### src/rtl/mpr_consts.svh
// Purpose: offsets, field positions, reset values and timing of the block
// Assumes: 125 MHz system clock
// Notes:   included by the top module only
`ifndef MPR_CONSTS_SVH
`define MPR_CONSTS_SVH

`define MPR_OFS_FANCFG      8'h05
`define MPR_OFS_OSCFG       8'h06
`define MPR_OFS_RATE        8'h07

`define MPR_RST_FANCFG      8'h14
`define MPR_RST_OSCFG       8'h01
`define MPR_RST_RATE        8'h40

`define MPR_FAN_MODE0_BIT   0
`define MPR_FAN_MODE1_BIT   1
`define MPR_FAN_DIV0_LSB    2
`define MPR_FAN_DIV1_LSB    4
`define MPR_PIN_OS_BIT      6
`define MPR_PIN_RST_BIT     7

`define MPR_OS_STAT_BIT     0
`define MPR_OS_POL_BIT      1
`define MPR_OS_MODE_BIT     2
`define MPR_OS_RES_BIT      3
`define MPR_OS_FRAC_LSB     4

`define MPR_RATE_CONT_BIT   0

`define MPR_CLK_PERIOD_NS   8
`define MPR_MON_UNIT_NS     1420000
`define MPR_MON_MUL         8
`define MPR_MON_ADD         6
`define MPR_RST_PULSE_NS    20000

`endif

### src/rtl/mpr_pkg.sv
// Purpose: shared types of the monitor configuration block
// Assumes: constants come from mpr_consts.svh
// Notes:   types only
package mpr_pkg;

   typedef enum logic [1:0]
   {
      MPR_PIN_OFF = 2'b00,
      MPR_PIN_OS  = 2'b01,
      MPR_PIN_RST = 2'b10
   } mpr_pin_mode_t;

   typedef enum logic [1:0]
   {
      MPR_T_KICK = 2'b00,
      MPR_T_BUSY = 2'b01,
      MPR_T_WAIT = 2'b10
   } mpr_timer_state_t;

endpackage

### src/rtl/mpr_top.sv
// Purpose: fan/pin, over-temperature and conversion rate configuration
// Assumes: register port driven by the serial interface on clk_i
// Notes:   converter, status and mask registers live elsewhere
//
// What this block does
// - bit 0 selects first tach level mode
// - bit 1 selects second tach level mode
// - divisor fields: 1, 2, 4, 8
// - level mode: code 01 active low
// - bits 7:6 = 01 routes overtemp output
// - bits 7:6 = 10 routes reset pulse
// - bits 7:6 = 11 disables shared pin
// - overtemp bit 0 read-only pin state, reads 1 unless the pin routes overtemp
// - overtemp bit 1 sets output polarity
// - overtemp bit 2 one-time versus comparator
// - overtemp bit 3 selects 11-bit resolution
// - bits 7:4 hold four result LSBs
// - 8-bit mode: bit 7 LSB only
// - delay is 1.42 ms times (8N+6)
// - rate bit 0 gives continuous conversion
// - fan/pin register resets to 14h
// - rate register at 07h resets 40h
// - reset command pulses pin, then clears
// - fan limit exceeded raises fan event in counting mode
`timescale 1ns/1ps
`include "mpr_consts.svh"
module mpr_top
   import mpr_pkg::*;
#(
   parameter int unsigned MON_UNIT_CYCLES =
      `MPR_MON_UNIT_NS / `MPR_CLK_PERIOD_NS,
   parameter int unsigned RST_PULSE_CYCLES =
      (`MPR_RST_PULSE_NS + `MPR_CLK_PERIOD_NS - 1) / `MPR_CLK_PERIOD_NS
)
(
   input  wire logic       clk_i,
   input  wire logic       rst_i,
   input  wire logic [7:0] reg_addr_i,
   input  wire logic       reg_wr_i,
   input  wire logic [7:0] reg_wdata_i,
   input  wire logic       reg_rd_i,
   output logic      [7:0] reg_rdata_o,
   input  wire logic [1:0] tach_input_i,
   input  wire logic [1:0] fan_limit_hit_i,
   output logic      [1:0] fan_count_pulse_o,
   output logic      [1:0] fan_event_o,
   input  wire logic       overtemp_hit_i,
   input  wire logic       temp_wr_i,
   input  wire logic [3:0] temp_frac_i,
   output logic            temp_hi_res_o,
   input  wire logic [7:0] rate_count_i,
   input  wire logic       conv_done_i,
   output logic            conv_start_o,
   input  wire logic       reset_cmd_i,
   output logic            reset_cmd_done_o,
   output logic            shared_alert_pin_o,
   output logic            shared_alert_pin_oe_n_o
);

   localparam int UNIT_W  = $clog2(MON_UNIT_CYCLES + 1);
   localparam int PULSE_W = $clog2(RST_PULSE_CYCLES + 1);

   if (MON_UNIT_CYCLES < 1 || RST_PULSE_CYCLES < 1)
   begin : g_bad_timing
      $error("mpr_top: timing counts must be at least one cycle");
   end

   // register file
   logic [7:0] fan_cfg_q;
   logic [7:0] fan_cfg_d;
   logic [2:0] os_ctl_q;
   logic [2:0] os_ctl_d;
   logic [3:0] frac_q;
   logic [3:0] frac_d;
   logic [7:0] rate_q;
   logic [7:0] rate_d;
   logic [7:0] rdata_d;
   logic       wr_fan;
   logic       wr_os;
   logic       wr_rate;
   logic       rd_os;

   assign wr_fan  = reg_wr_i && (reg_addr_i == `MPR_OFS_FANCFG);
   assign wr_os   = reg_wr_i && (reg_addr_i == `MPR_OFS_OSCFG);
   assign wr_rate = reg_wr_i && (reg_addr_i == `MPR_OFS_RATE);
   assign rd_os   = reg_rd_i && (reg_addr_i == `MPR_OFS_OSCFG);

   // pin routing
   mpr_pin_mode_t pin_mode;
   logic          os_active_q;
   logic          os_active_d;
   logic          hit_prev_q;
   logic          os_level;
   logic          pin_d;
   logic          pin_oe_n_d;
   logic          os_stat;

   always_comb
   begin
      unique case ({fan_cfg_q[`MPR_PIN_RST_BIT], fan_cfg_q[`MPR_PIN_OS_BIT]})
         2'b01:   pin_mode = MPR_PIN_OS;
         2'b10:   pin_mode = MPR_PIN_RST;
         default: pin_mode = MPR_PIN_OFF;
      endcase
   end

   always_comb
   begin
      fan_cfg_d = fan_cfg_q;
      os_ctl_d  = os_ctl_q;
      frac_d    = frac_q;
      rate_d    = rate_q;
      if (wr_fan)
      begin
         fan_cfg_d = reg_wdata_i;
      end
      if (wr_os)
      begin
         // bit 0 is status and ignores writes
         os_ctl_d = reg_wdata_i[`MPR_OS_RES_BIT:`MPR_OS_POL_BIT];
         frac_d   = reg_wdata_i[7:`MPR_OS_FRAC_LSB];
      end
      // a result landing in the write cycle wins over software
      if (temp_wr_i)
      begin
         if (os_ctl_q[`MPR_OS_RES_BIT - 1])
         begin
            frac_d = temp_frac_i;
         end
         else
         begin
            frac_d = {temp_frac_i[3], 3'h0};
         end
      end
      if (wr_rate)
      begin
         // reserved bits stored as written; software keeps them zero
         rate_d = reg_wdata_i;
      end
   end

   assign os_stat = (pin_mode == MPR_PIN_OS) ? shared_alert_pin_o : 1'b1;

   always_comb
   begin
      unique case (reg_addr_i)
         `MPR_OFS_FANCFG: rdata_d = fan_cfg_q;
         `MPR_OFS_OSCFG:  rdata_d = {frac_q, os_ctl_q, os_stat};
         `MPR_OFS_RATE:   rdata_d = rate_q;
         default:         rdata_d = 8'h00;
      endcase
      if (!reg_rd_i)
      begin
         rdata_d = reg_rdata_o;
      end
   end

   always_ff @(posedge clk_i or posedge rst_i)
   begin
      if (rst_i)
      begin
         fan_cfg_q   <= `MPR_RST_FANCFG;
         os_ctl_q    <= 3'h0;
         frac_q      <= 4'h0;
         rate_q      <= `MPR_RST_RATE;
         reg_rdata_o <= 8'h00;
      end
      else
      begin
         fan_cfg_q   <= fan_cfg_d;
         os_ctl_q    <= os_ctl_d;
         frac_q      <= frac_d;
         rate_q      <= rate_d;
         reg_rdata_o <= rdata_d;
      end
   end

   assign temp_hi_res_o = os_ctl_q[`MPR_OS_RES_BIT - 1];

   // tachometer inputs
   genvar g;
   generate
      for (g = 0; g < 2; g++)
      begin : g_tach
         mpr_tach_in u_tach
         (
            .clk_i         (clk_i),
            .rst_i         (rst_i),
            .pin_i         (tach_input_i[g]),
            .level_mode_i  (fan_cfg_q[`MPR_FAN_MODE0_BIT + g]),
            .ctl_i         (fan_cfg_q[`MPR_FAN_DIV0_LSB + 2*g +: 2]),
            .limit_hit_i   (fan_limit_hit_i[g]),
            .count_pulse_o (fan_count_pulse_o[g]),
            .event_o       (fan_event_o[g])
         );
      end
   endgenerate

   // reset command pulse
   logic [PULSE_W-1:0] pulse_cnt_q;
   logic [PULSE_W-1:0] pulse_cnt_d;
   logic               pulse_on_q;
   logic               pulse_on_d;
   logic               cmd_done_q;
   logic               cmd_done_d;

   always_comb
   begin
      pulse_cnt_d = pulse_cnt_q;
      pulse_on_d  = pulse_on_q;
      cmd_done_d  = 1'b0;
      if (pulse_on_q)
      begin
         if (pulse_cnt_q == PULSE_W'(1))
         begin
            pulse_on_d = 1'b0;
            cmd_done_d = 1'b1;
         end
         else
         begin
            pulse_cnt_d = pulse_cnt_q - PULSE_W'(1);
         end
      end
      else if (reset_cmd_i && !cmd_done_q)
      begin
         if (pin_mode == MPR_PIN_RST)
         begin
            pulse_on_d  = 1'b1;
            pulse_cnt_d = PULSE_W'(RST_PULSE_CYCLES);
         end
         else
         begin
            // unrouted: no pulse, the command bit is released at once
            cmd_done_d = 1'b1;
         end
      end
   end

   assign reset_cmd_done_o = cmd_done_q;

   always_ff @(posedge clk_i or posedge rst_i)
   begin
      if (rst_i)
      begin
         pulse_cnt_q <= '0;
         pulse_on_q  <= 1'b0;
         cmd_done_q  <= 1'b0;
      end
      else
      begin
         pulse_cnt_q <= pulse_cnt_d;
         pulse_on_q  <= pulse_on_d;
         cmd_done_q  <= cmd_done_d;
      end
   end

   // over-temperature output and pin drive
   always_comb
   begin
      os_active_d = os_active_q;
      if (os_ctl_q[`MPR_OS_MODE_BIT - 1])
      begin
         // one-time: cleared by reading, a new hit wins over the read
         if (rd_os)
         begin
            os_active_d = 1'b0;
         end
         if (overtemp_hit_i && !hit_prev_q)
         begin
            os_active_d = 1'b1;
         end
      end
      else
      begin
         os_active_d = overtemp_hit_i;
      end
      os_level = os_ctl_q[`MPR_OS_POL_BIT - 1] ? os_active_q
                                               : !os_active_q;
      unique case (pin_mode)
         MPR_PIN_OS:
         begin
            pin_d      = os_level;
            pin_oe_n_d = 1'b0;
         end
         MPR_PIN_RST:
         begin
            // next state, so the pin releases on the edge that clears
            pin_d      = !pulse_on_d;
            pin_oe_n_d = 1'b0;
         end
         default:
         begin
            pin_d      = 1'b1;
            pin_oe_n_d = 1'b1;
         end
      endcase
   end

   always_ff @(posedge clk_i or posedge rst_i)
   begin
      if (rst_i)
      begin
         os_active_q             <= 1'b0;
         hit_prev_q              <= 1'b0;
         shared_alert_pin_o      <= 1'b1;
         shared_alert_pin_oe_n_o <= 1'b1;
      end
      else
      begin
         os_active_q             <= os_active_d;
         hit_prev_q              <= overtemp_hit_i;
         shared_alert_pin_o      <= pin_d;
         shared_alert_pin_oe_n_o <= pin_oe_n_d;
      end
   end

   // monitoring delay between conversion rounds
   mpr_timer_state_t   tstate_q;
   mpr_timer_state_t   tstate_d;
   logic [UNIT_W-1:0]  unit_q;
   logic [UNIT_W-1:0]  unit_d;
   logic [10:0]        units_q;
   logic [10:0]        units_d;
   logic               start_d;
   logic               continuous;

   assign continuous = rate_q[`MPR_RATE_CONT_BIT];

   always_comb
   begin
      tstate_d = tstate_q;
      unit_d   = unit_q;
      units_d  = units_q;
      start_d  = 1'b0;
      unique case (tstate_q)
         MPR_T_KICK:
         begin
            start_d  = 1'b1;
            tstate_d = MPR_T_BUSY;
         end
         MPR_T_BUSY:
         begin
            if (conv_done_i)
            begin
               if (continuous)
               begin
                  tstate_d = MPR_T_KICK;
               end
               else
               begin
                  units_d  = 11'(`MPR_MON_MUL * rate_count_i
                                 + `MPR_MON_ADD);
                  unit_d   = UNIT_W'(MON_UNIT_CYCLES);
                  tstate_d = MPR_T_WAIT;
               end
            end
         end
         MPR_T_WAIT:
         begin
            if (continuous)
            begin
               tstate_d = MPR_T_KICK;
            end
            else if (unit_q > UNIT_W'(1))
            begin
               unit_d = unit_q - UNIT_W'(1);
            end
            else if (units_q > 11'h001)
            begin
               units_d = units_q - 11'h001;
               unit_d  = UNIT_W'(MON_UNIT_CYCLES);
            end
            else
            begin
               tstate_d = MPR_T_KICK;
            end
         end
      endcase
   end

   always_ff @(posedge clk_i or posedge rst_i)
   begin
      if (rst_i)
      begin
         tstate_q     <= MPR_T_KICK;
         unit_q       <= '0;
         units_q      <= 11'h000;
         conv_start_o <= 1'b0;
      end
      else
      begin
         tstate_q     <= tstate_d;
         unit_q       <= unit_d;
         units_q      <= units_d;
         conv_start_o <= start_d;
      end
   end

endmodule

### src/rtl/mpr_tach_in.sv
// Purpose: one tachometer input, counting or level-sensitive
// Assumes: pin is asynchronous to clk_i
// Notes:   divided pulse and event come straight from flops
`timescale 1ns/1ps
module mpr_tach_in
   import mpr_pkg::*;
(
   input  wire logic       clk_i,
   input  wire logic       rst_i,
   input  wire logic       pin_i,
   input  wire logic       level_mode_i,
   input  wire logic [1:0] ctl_i,
   input  wire logic       limit_hit_i,
   output logic            count_pulse_o,
   output logic            event_o
);

   logic       sync1_q;
   logic       sync2_q;
   logic       prev_q;
   logic [2:0] cnt_q;
   logic [2:0] cnt_d;
   logic       pulse_d;
   logic       event_d;
   logic       active_low;
   logic [2:0] div_last;

   assign active_low = (ctl_i == 2'b01);
   assign div_last   = 3'((4'h1 << ctl_i) - 4'h1);

   always_comb
   begin
      cnt_d   = cnt_q;
      pulse_d = 1'b0;
      // divide rising edges by 1, 2, 4 or 8
      if (!level_mode_i && sync2_q && !prev_q)
      begin
         if (cnt_q >= div_last)
         begin
            cnt_d   = 3'h0;
            pulse_d = 1'b1;
         end
         else
         begin
            cnt_d = cnt_q + 3'h1;
         end
      end
      if (level_mode_i)
      begin
         cnt_d = 3'h0;
      end
      if (level_mode_i)
      begin
         event_d = active_low ? !sync2_q : sync2_q;
      end
      else
      begin
         event_d = limit_hit_i;
      end
   end

   always_ff @(posedge clk_i or posedge rst_i)
   begin
      if (rst_i)
      begin
         sync1_q       <= 1'b0;
         sync2_q       <= 1'b0;
         prev_q        <= 1'b0;
         cnt_q         <= 3'h0;
         count_pulse_o <= 1'b0;
         event_o       <= 1'b0;
      end
      else
      begin
         sync1_q       <= pin_i;
         sync2_q       <= sync1_q;
         prev_q        <= sync2_q;
         cnt_q         <= cnt_d;
         count_pulse_o <= pulse_d;
         event_o       <= event_d;
      end
   end

endmodule

### config.mk
export PLATFORM = sky130hd
export DESIGN_NAME = mpr_top
export DESIGN_NICKNAME = d
export VERILOG_FILES = /design/src/rtl/mpr_pkg.sv /design/src/rtl/mpr_top.sv /design/src/rtl/mpr_tach_in.sv
export VERILOG_INCLUDE_DIRS = /design/src /design/src/rtl
export SDC_FILE = /design/constraint.sdc
export NUM_CORES = 1
export LEC_CHECK = 0
export BUFFER_PORTS_ARGS = -buffer_cell sky130_fd_sc_hd__buf_2
export CAP_MARGIN = 5
export CORE_MARGIN = 5
export CORE_UTILIZATION = 50
export DETAILED_ROUTE_END_ITERATION = 8
export PLACE_DENSITY = 0.83
export SLEW_MARGIN = 20
export SYNTH_ARGS = -nofsm -noshare
export SYNTH_HDL_FRONTEND = slang
export SYNTH_SLANG_ARGS = --single-unit
### constraint.sdc
create_clock -name clk_i -period 3.36 [get_ports clk_i]
set_input_delay 1.008 -clock clk_i [delete_from_list [all_inputs] [get_ports clk_i]]
set_output_delay 1.008 -clock clk_i [all_outputs]
set_load 0.05 [all_outputs]
Word-level counts from Yosys, hierarchy flattened
Index checks and enable logic that the tools add are counted.
{ "word_totals": {"ramBits": 0, "rom_bits": 0, "latch_bits": 0, "wordCells": 153, "mem_count": 0, "regBits": 97} }
{ "classes": {"reduce_logical": 32, "div_mod_pow": 0, "n_eq_ne": 22, "bitwise": 0, "n_mul": 0, "addsub": 8, "shifts": 2, "order_cmp": 4, "mux": 57} }
{ "ops": {"columns": ["operator", "count"], "rows": [
  ["18-bit 2-to-1 mux", 5],
  ["11-bit 2-to-1 mux", 5],
  ["12-bit 2-to-1 mux", 4],
  ["18-bit one-hot mux with 2 select lines", 1],
  ["8-bit by 3-bit equality test with 1-bit output (second input constant)", 3],
  ["8-bit one-hot mux with 3 select lines", 1],
  ["1-bit 2-to-1 mux", 23],
  ["11-bit one-hot mux with 2 select lines", 1],
  ["3-bit 2-to-1 mux", 7],
  ["18-bit by 1-bit greater-than comparator with 1-bit output (second input constant)", 1],
  ["18-bit by 1-bit subtractor with 18-bit output (second input constant)", 1],
  ["12-bit by 1-bit equality test with 1-bit output (second input constant)", 1],
  ["2-bit inequality test (second input constant)", 6],
  ["2-bit nonzero test", 6],
  ["12-bit by 1-bit subtractor with 12-bit output (second input constant)", 1],
  ["11-bit by 3-bit adder with 11-bit output (second input constant)", 1],
  ["11-bit by 1-bit greater-than comparator with 1-bit output (second input constant)", 1],
  ["11-bit by 1-bit subtractor with 11-bit output (second input constant)", 1],
  ["2-bit by 1-bit equality test with 1-bit output (second input constant)", 5],
  ["1-bit logical AND", 10],
  ["1-bit zero test", 10],
  ["2-bit 2-to-1 mux", 5],
  ["3-bit inequality test (second input constant)", 3],
  ["4-bit 2-to-1 mux", 2],
  ["other kinds (14)", 21]
]} }

Longest topological paths before layout
{ "depth": {"word_depth": 8, "ltp_mapped": 9, "ltp_nobuf": 7} }

Cells and area by module
A second synthesis with hierarchy kept.
{ "hier_totals": {"cells_unflattened": 498, "area_unflattened_um2": 5011.1} }
{ "modules_own_cells": {"columns": ["module", "area_per_inst_um2", "cells_each", "n_inst", "seq_area_each_um2"], "rows": [
  ["mpr_top", 4207.8, 422, 1, 2033.2],
  ["mpr_tach_in", 401.6, 38, 2, 200.2]
]} }

Worst setup path before layout
Ideal clock, no wire load.
{ "synth_timing": {"kind": "input-to-reg", "startpoint": "input port reg_addr_i[3]", "endpoint": "register rate_q[0]", "slack_ns": 0.542, "path_stages": 4, "required_time_ns": 3.235, "setup_time_ns": 0.125, "arrival_time_ns": 2.693, "cell_sequence": "or4b_2 > nor3_1 > nand4_1 > mux2_2"} }
{ "synth_between": {"elab_chain_len": 2} }
{ "synth_rtl": {"columns": ["item", "line", "rtl"], "rows": [
  ["start, declared", "mpr_top.sv:38", "input wire logic [7:0] reg_addr_i,"],
  ["8-bit by 3-bit equality test with 1-bit output", null, null],
  ["1-bit logical AND", "mpr_top.sv:85", "assign wr_rate = reg_wr_i && (reg_addr_i == `MPR_OFS_RATE);"],
  ["end signal, assigned", "mpr_top.sv:165", "rate_q <= `MPR_RST_RATE;"],
  ["end signal, assigned", "mpr_top.sv:173", "rate_q <= rate_d;"],
  ["end, declared", "mpr_top.sv:75", "logic [7:0] rate_q;"]
]} }
No other way between the ends.
A chain may end at the register's enable or synchronous reset.

Worst setup path after layout
{ "layout_timing": {"startpoint": "register unit_q[12]", "endpoint": "register unit_q[15]"} }
{ "layout_between": {"elab_chain_len": 4, "word_cells_on_any_way": 7} }
{ "layout_rtl": {"columns": ["item", "line", "rtl"], "rows": [
  ["start, declared", "mpr_top.sv:320", "logic [UNIT_W-1:0] unit_q;"],
  ["start signal, assigned", "mpr_top.sv:393", "unit_q <= unit_d;"],
  ["18-bit by 1-bit subtractor with 18-bit output / 18-bit by 1-bit greater-than comparator with 1-bit output (equally long branches)", "mpr_top.sv:366, mpr_top.sv:364", null],
  ["18-bit 2-to-1 mux", "mpr_top.sv:364", "else if (unit_q > UNIT_W'(1))"],
  ["18-bit 2-to-1 mux", "mpr_top.sv:360", "if (continuous)"],
  ["18-bit one-hot mux with 2 select lines", "mpr_top.sv:335", "unique case (tstate_q)"]
]} }
Several ways; a longest one is shown, not always the timed one. The select of a mux whose other input is x is not followed.

==> results.yml <==
cells_and_area:
  fillerInstances: 809
  antennaDiodeCount: 0
  stdcell_count: 704
  final_layout_size_suffix_gt1_share_pct: 21.19
  area.growth.synth_to_final_pct: 12.37
  fin_util_pct: 58.08
  design_area_mm2: 0.005729
  nets: 625
global_route:
  grt_max_degree: 51
  antenna_found_initial: 0
  track_usage_pct: 18.19
  gr-total-overflow: 0
  grt_pass1_wl_um: 18870
  grt_pass1_vias: 4160
synthesis:
  synth_area_leaders: "dfrtp_1 (45%), mux2_2 (4.9%), ha_1 (4.7%)"
  seq_area_frac_synth_pct: 47.73
  synth_edf_count: 0
  synth_area_mm2: 0.005099
  syn_area_per_cell_um2: 9.920
  async_reset_ff_share_pct: 100.0
  ys_seq_elements: 97
  synthFlopType: "dfrtp_1"
  syn_inst: 514
  synth_common_cells: "dfrtp_1 (92), nand2_1 (34), o21ai_0 (33), inv_1 (28), nand3_1 (28)"
  yosysMostFrequentCell: "dfrtp_1"
  netlist.area_leader.share_pct: 45.15
  yosysWarnings: 0
  syn-num-nets: 573
  synth_top_area_cell: "dfrtp_1"
  yosysUniqueCellTypes: 56
timing:
  fin_crit_ns: 2.766
  setup_violations: 0
  skew_ns: 0.01655
  fin_crit_sh_pct: 82.32
  slew_viol_final: 0
  setup_tns_ns: 0
  slew_headroom_pct: 44.51
  rsz0062_at_grt: "no"
  tightest_slew_ns: 0.8247
  max_freq_ghz: 0.3616
  hold_violations: 0
setup_path:
  critPathKind: "flop to flop"
  crit_fanout: 7
  cpMaxStageDelayCell: "nor4_1"
  crit_chain: "nor4_1 -> nand4b_1 -> buf_4 -> nor4_1 -> o21ai_0 -> nand3_1"
  worst-path-buf-inv: 1
  cp.depth: 6
  cp_data_required_time_ns: 3.65
  crit_path_end_kind: "flop"
  max_stage_delay_ns: 0.69
  critPathLaunchType: "flop"
  cp_common_cell: "nor4_1"
  critical_path_arrival_ns: 3.06
  reg2reg_depth: 6
  cp_top_family: "simple AND/OR/NAND/NOR gates"
power_and_ir_drop:
  power.density_mw_per_mm2: 513.8
  power_leakage_nw: 2.414
  max-vdd-ir-drop_v: 0.0004068
  power.total_mw: 2.944
detailed_routing:
  antenna_left: 0
  wl_um: 10960
  vias: 4133
  wl_per_cell_um: 15.57
  vias_per_cell: 5.871
  drcViolationCount: 0
  drt_first_iter_violations: 233
  drtPass1Iterations: 5
flow_run:
  maxCapViolations: 0
clock_network:
  postCtsSetupBuffers: 0
  ctsResizeCount: 0
  cts.htree.levels: 3
  cts_sinks: 97
  cts.path.max_buffers: 2
  tritoncts: "yes"
  clk_latency_ns: 0.37
  path_clk_slew_ns: 0.10
  cts_root_buffer: "clkbuf_8"
  cts_buffers: 9
  cts_hold_buf: 0
placement:
  port_buffers: 56
  hpwl_um: 8043
  placed_cell_area_mm2: 0.005527
  gp_congestion: 0.8606
  dp_cells: 688
floorplan:
  io_pins: 57
  die_w_um: 111.0
  core-area_mm2: 0.009864
  dieHeight_um: 111.0
  initial_core_util_pct: 51.69
  fp.dieArea_mm2: 0.01232
  core.rowCount: 36
hold_path:
  min_path_cells: 0
  hp-class: "flop to flop"
run_status:
  status: "completed"
[layer usage]
metal / vias up / track usage, % / routed length [um]
li1: 1984 / - / -
met1: 2012 / 23.09 / 4809
met2: 117 / 30.14 / 5283
met3: 20 / 5.295 / 681
met4: 0 / 5.501 / 183
met5: - / 0 / 0
[worst register-to-register path: stages (launching register included)]
cell      delay [ns]
dfrtp_1         0.45
nor4_1          0.52
nand4b_1        0.39
buf_4           0.28
nor4_1          0.69
o21ai_0         0.24
nand3_1         0.13
[through the flow]
step	setup slack [ns]	hold slack, ns
2_1_floorplan	0.5422	0.3312
3_3_place_gp	0.4532	0.3339
3_5_place_dp	0.4168	0.3420
4_1_cts	0.6948	0.3473
5_1_grt	0.3398	0.3633
6_report	0.5941	0.3471
[registers in the layout, indices dropped and copies added (netlist names), 2 cells and up]
| signal | count |
|---|---|
| g_tach.u_tach.event_o | 2 |
| fan_cfg_q | 8 |
| units_q | 11 |
| frac_q | 4 |
| g_tach.u_tach.cnt_q | 6 |
| tstate_q | 2 |
| pulse_cnt_q | 12 |
| g_tach.u_tach.sync2_q | 2 |
| g_tach.u_tach.prev_q | 2 |
| unit_q | 18 |
| g_tach.u_tach.count_pulse_o | 2 |
| os_ctl_q | 3 |
| reg_rdata_o | 8 |
| g_tach.u_tach.sync1_q | 2 |
| rate_q | 8 |
[power by group]
| part | internal [mW] | switching, mW | leakage, nW |
|---|---|---|---|
| registers | 1.30 | 0.128 | 1.18 |
| logic | 0.274 | 0.474 | 1.14 |
| clock network | 0.355 | 0.417 | 0.0990 |
[area by class of cell]
type	count	area, um2	share of cell area, %
Timing Repair Buffer	68	382.9	6.683
Sequential cell	97	2434	42.48
Tap cell	133	166.4	2.905
Clock inverter	6	75.07	1.310
Multi-Input combinational cell	362	2435	42.50
Inverter	28	108.9	1.900
Clock buffer	10	127.6	2.228
[layout by cell type, fill, tap and decap left out, types with 19 or more instances in the layout]
master / instances
mux2_2: 22
inv_1: 27
dfrtp_1: 92
buf_2: 56
nor2_1: 26
nand3_1: 28
nand2_1: 34
a21oi_1: 24
o21ai_0: 33
ha_1: 19
[kinds of logic after synthesis]
group	Yosys count	share of synthesized area, %
compound gates	115	14.48
xor+xnor	11	1.890
fa+ha+maj	19	4.663
buf+inv	55	4.515
flops	97	47.73
mux	31	6.626
simple gates	186	20.10
[path summary, 6_finish.rpt]
check                                          from                        to  slack [ns]
max in group asynchronous                     rst_i              fan_cfg_q[2]        1.94
min reg2reg                g_tach[1].u_tach.sync1_q  g_tach[1].u_tach.sync2_q        0.35
max reg2reg                              unit_q[12]                unit_q[15]        0.59
min                        g_tach[1].u_tach.sync1_q  g_tach[1].u_tach.sync2_q        0.35
max                                      unit_q[12]                unit_q[15]        0.59
min in group asynchronous                     rst_i  g_tach[0].u_tach.sync2_q        0.72
Power figures use the tool's default switching activity.
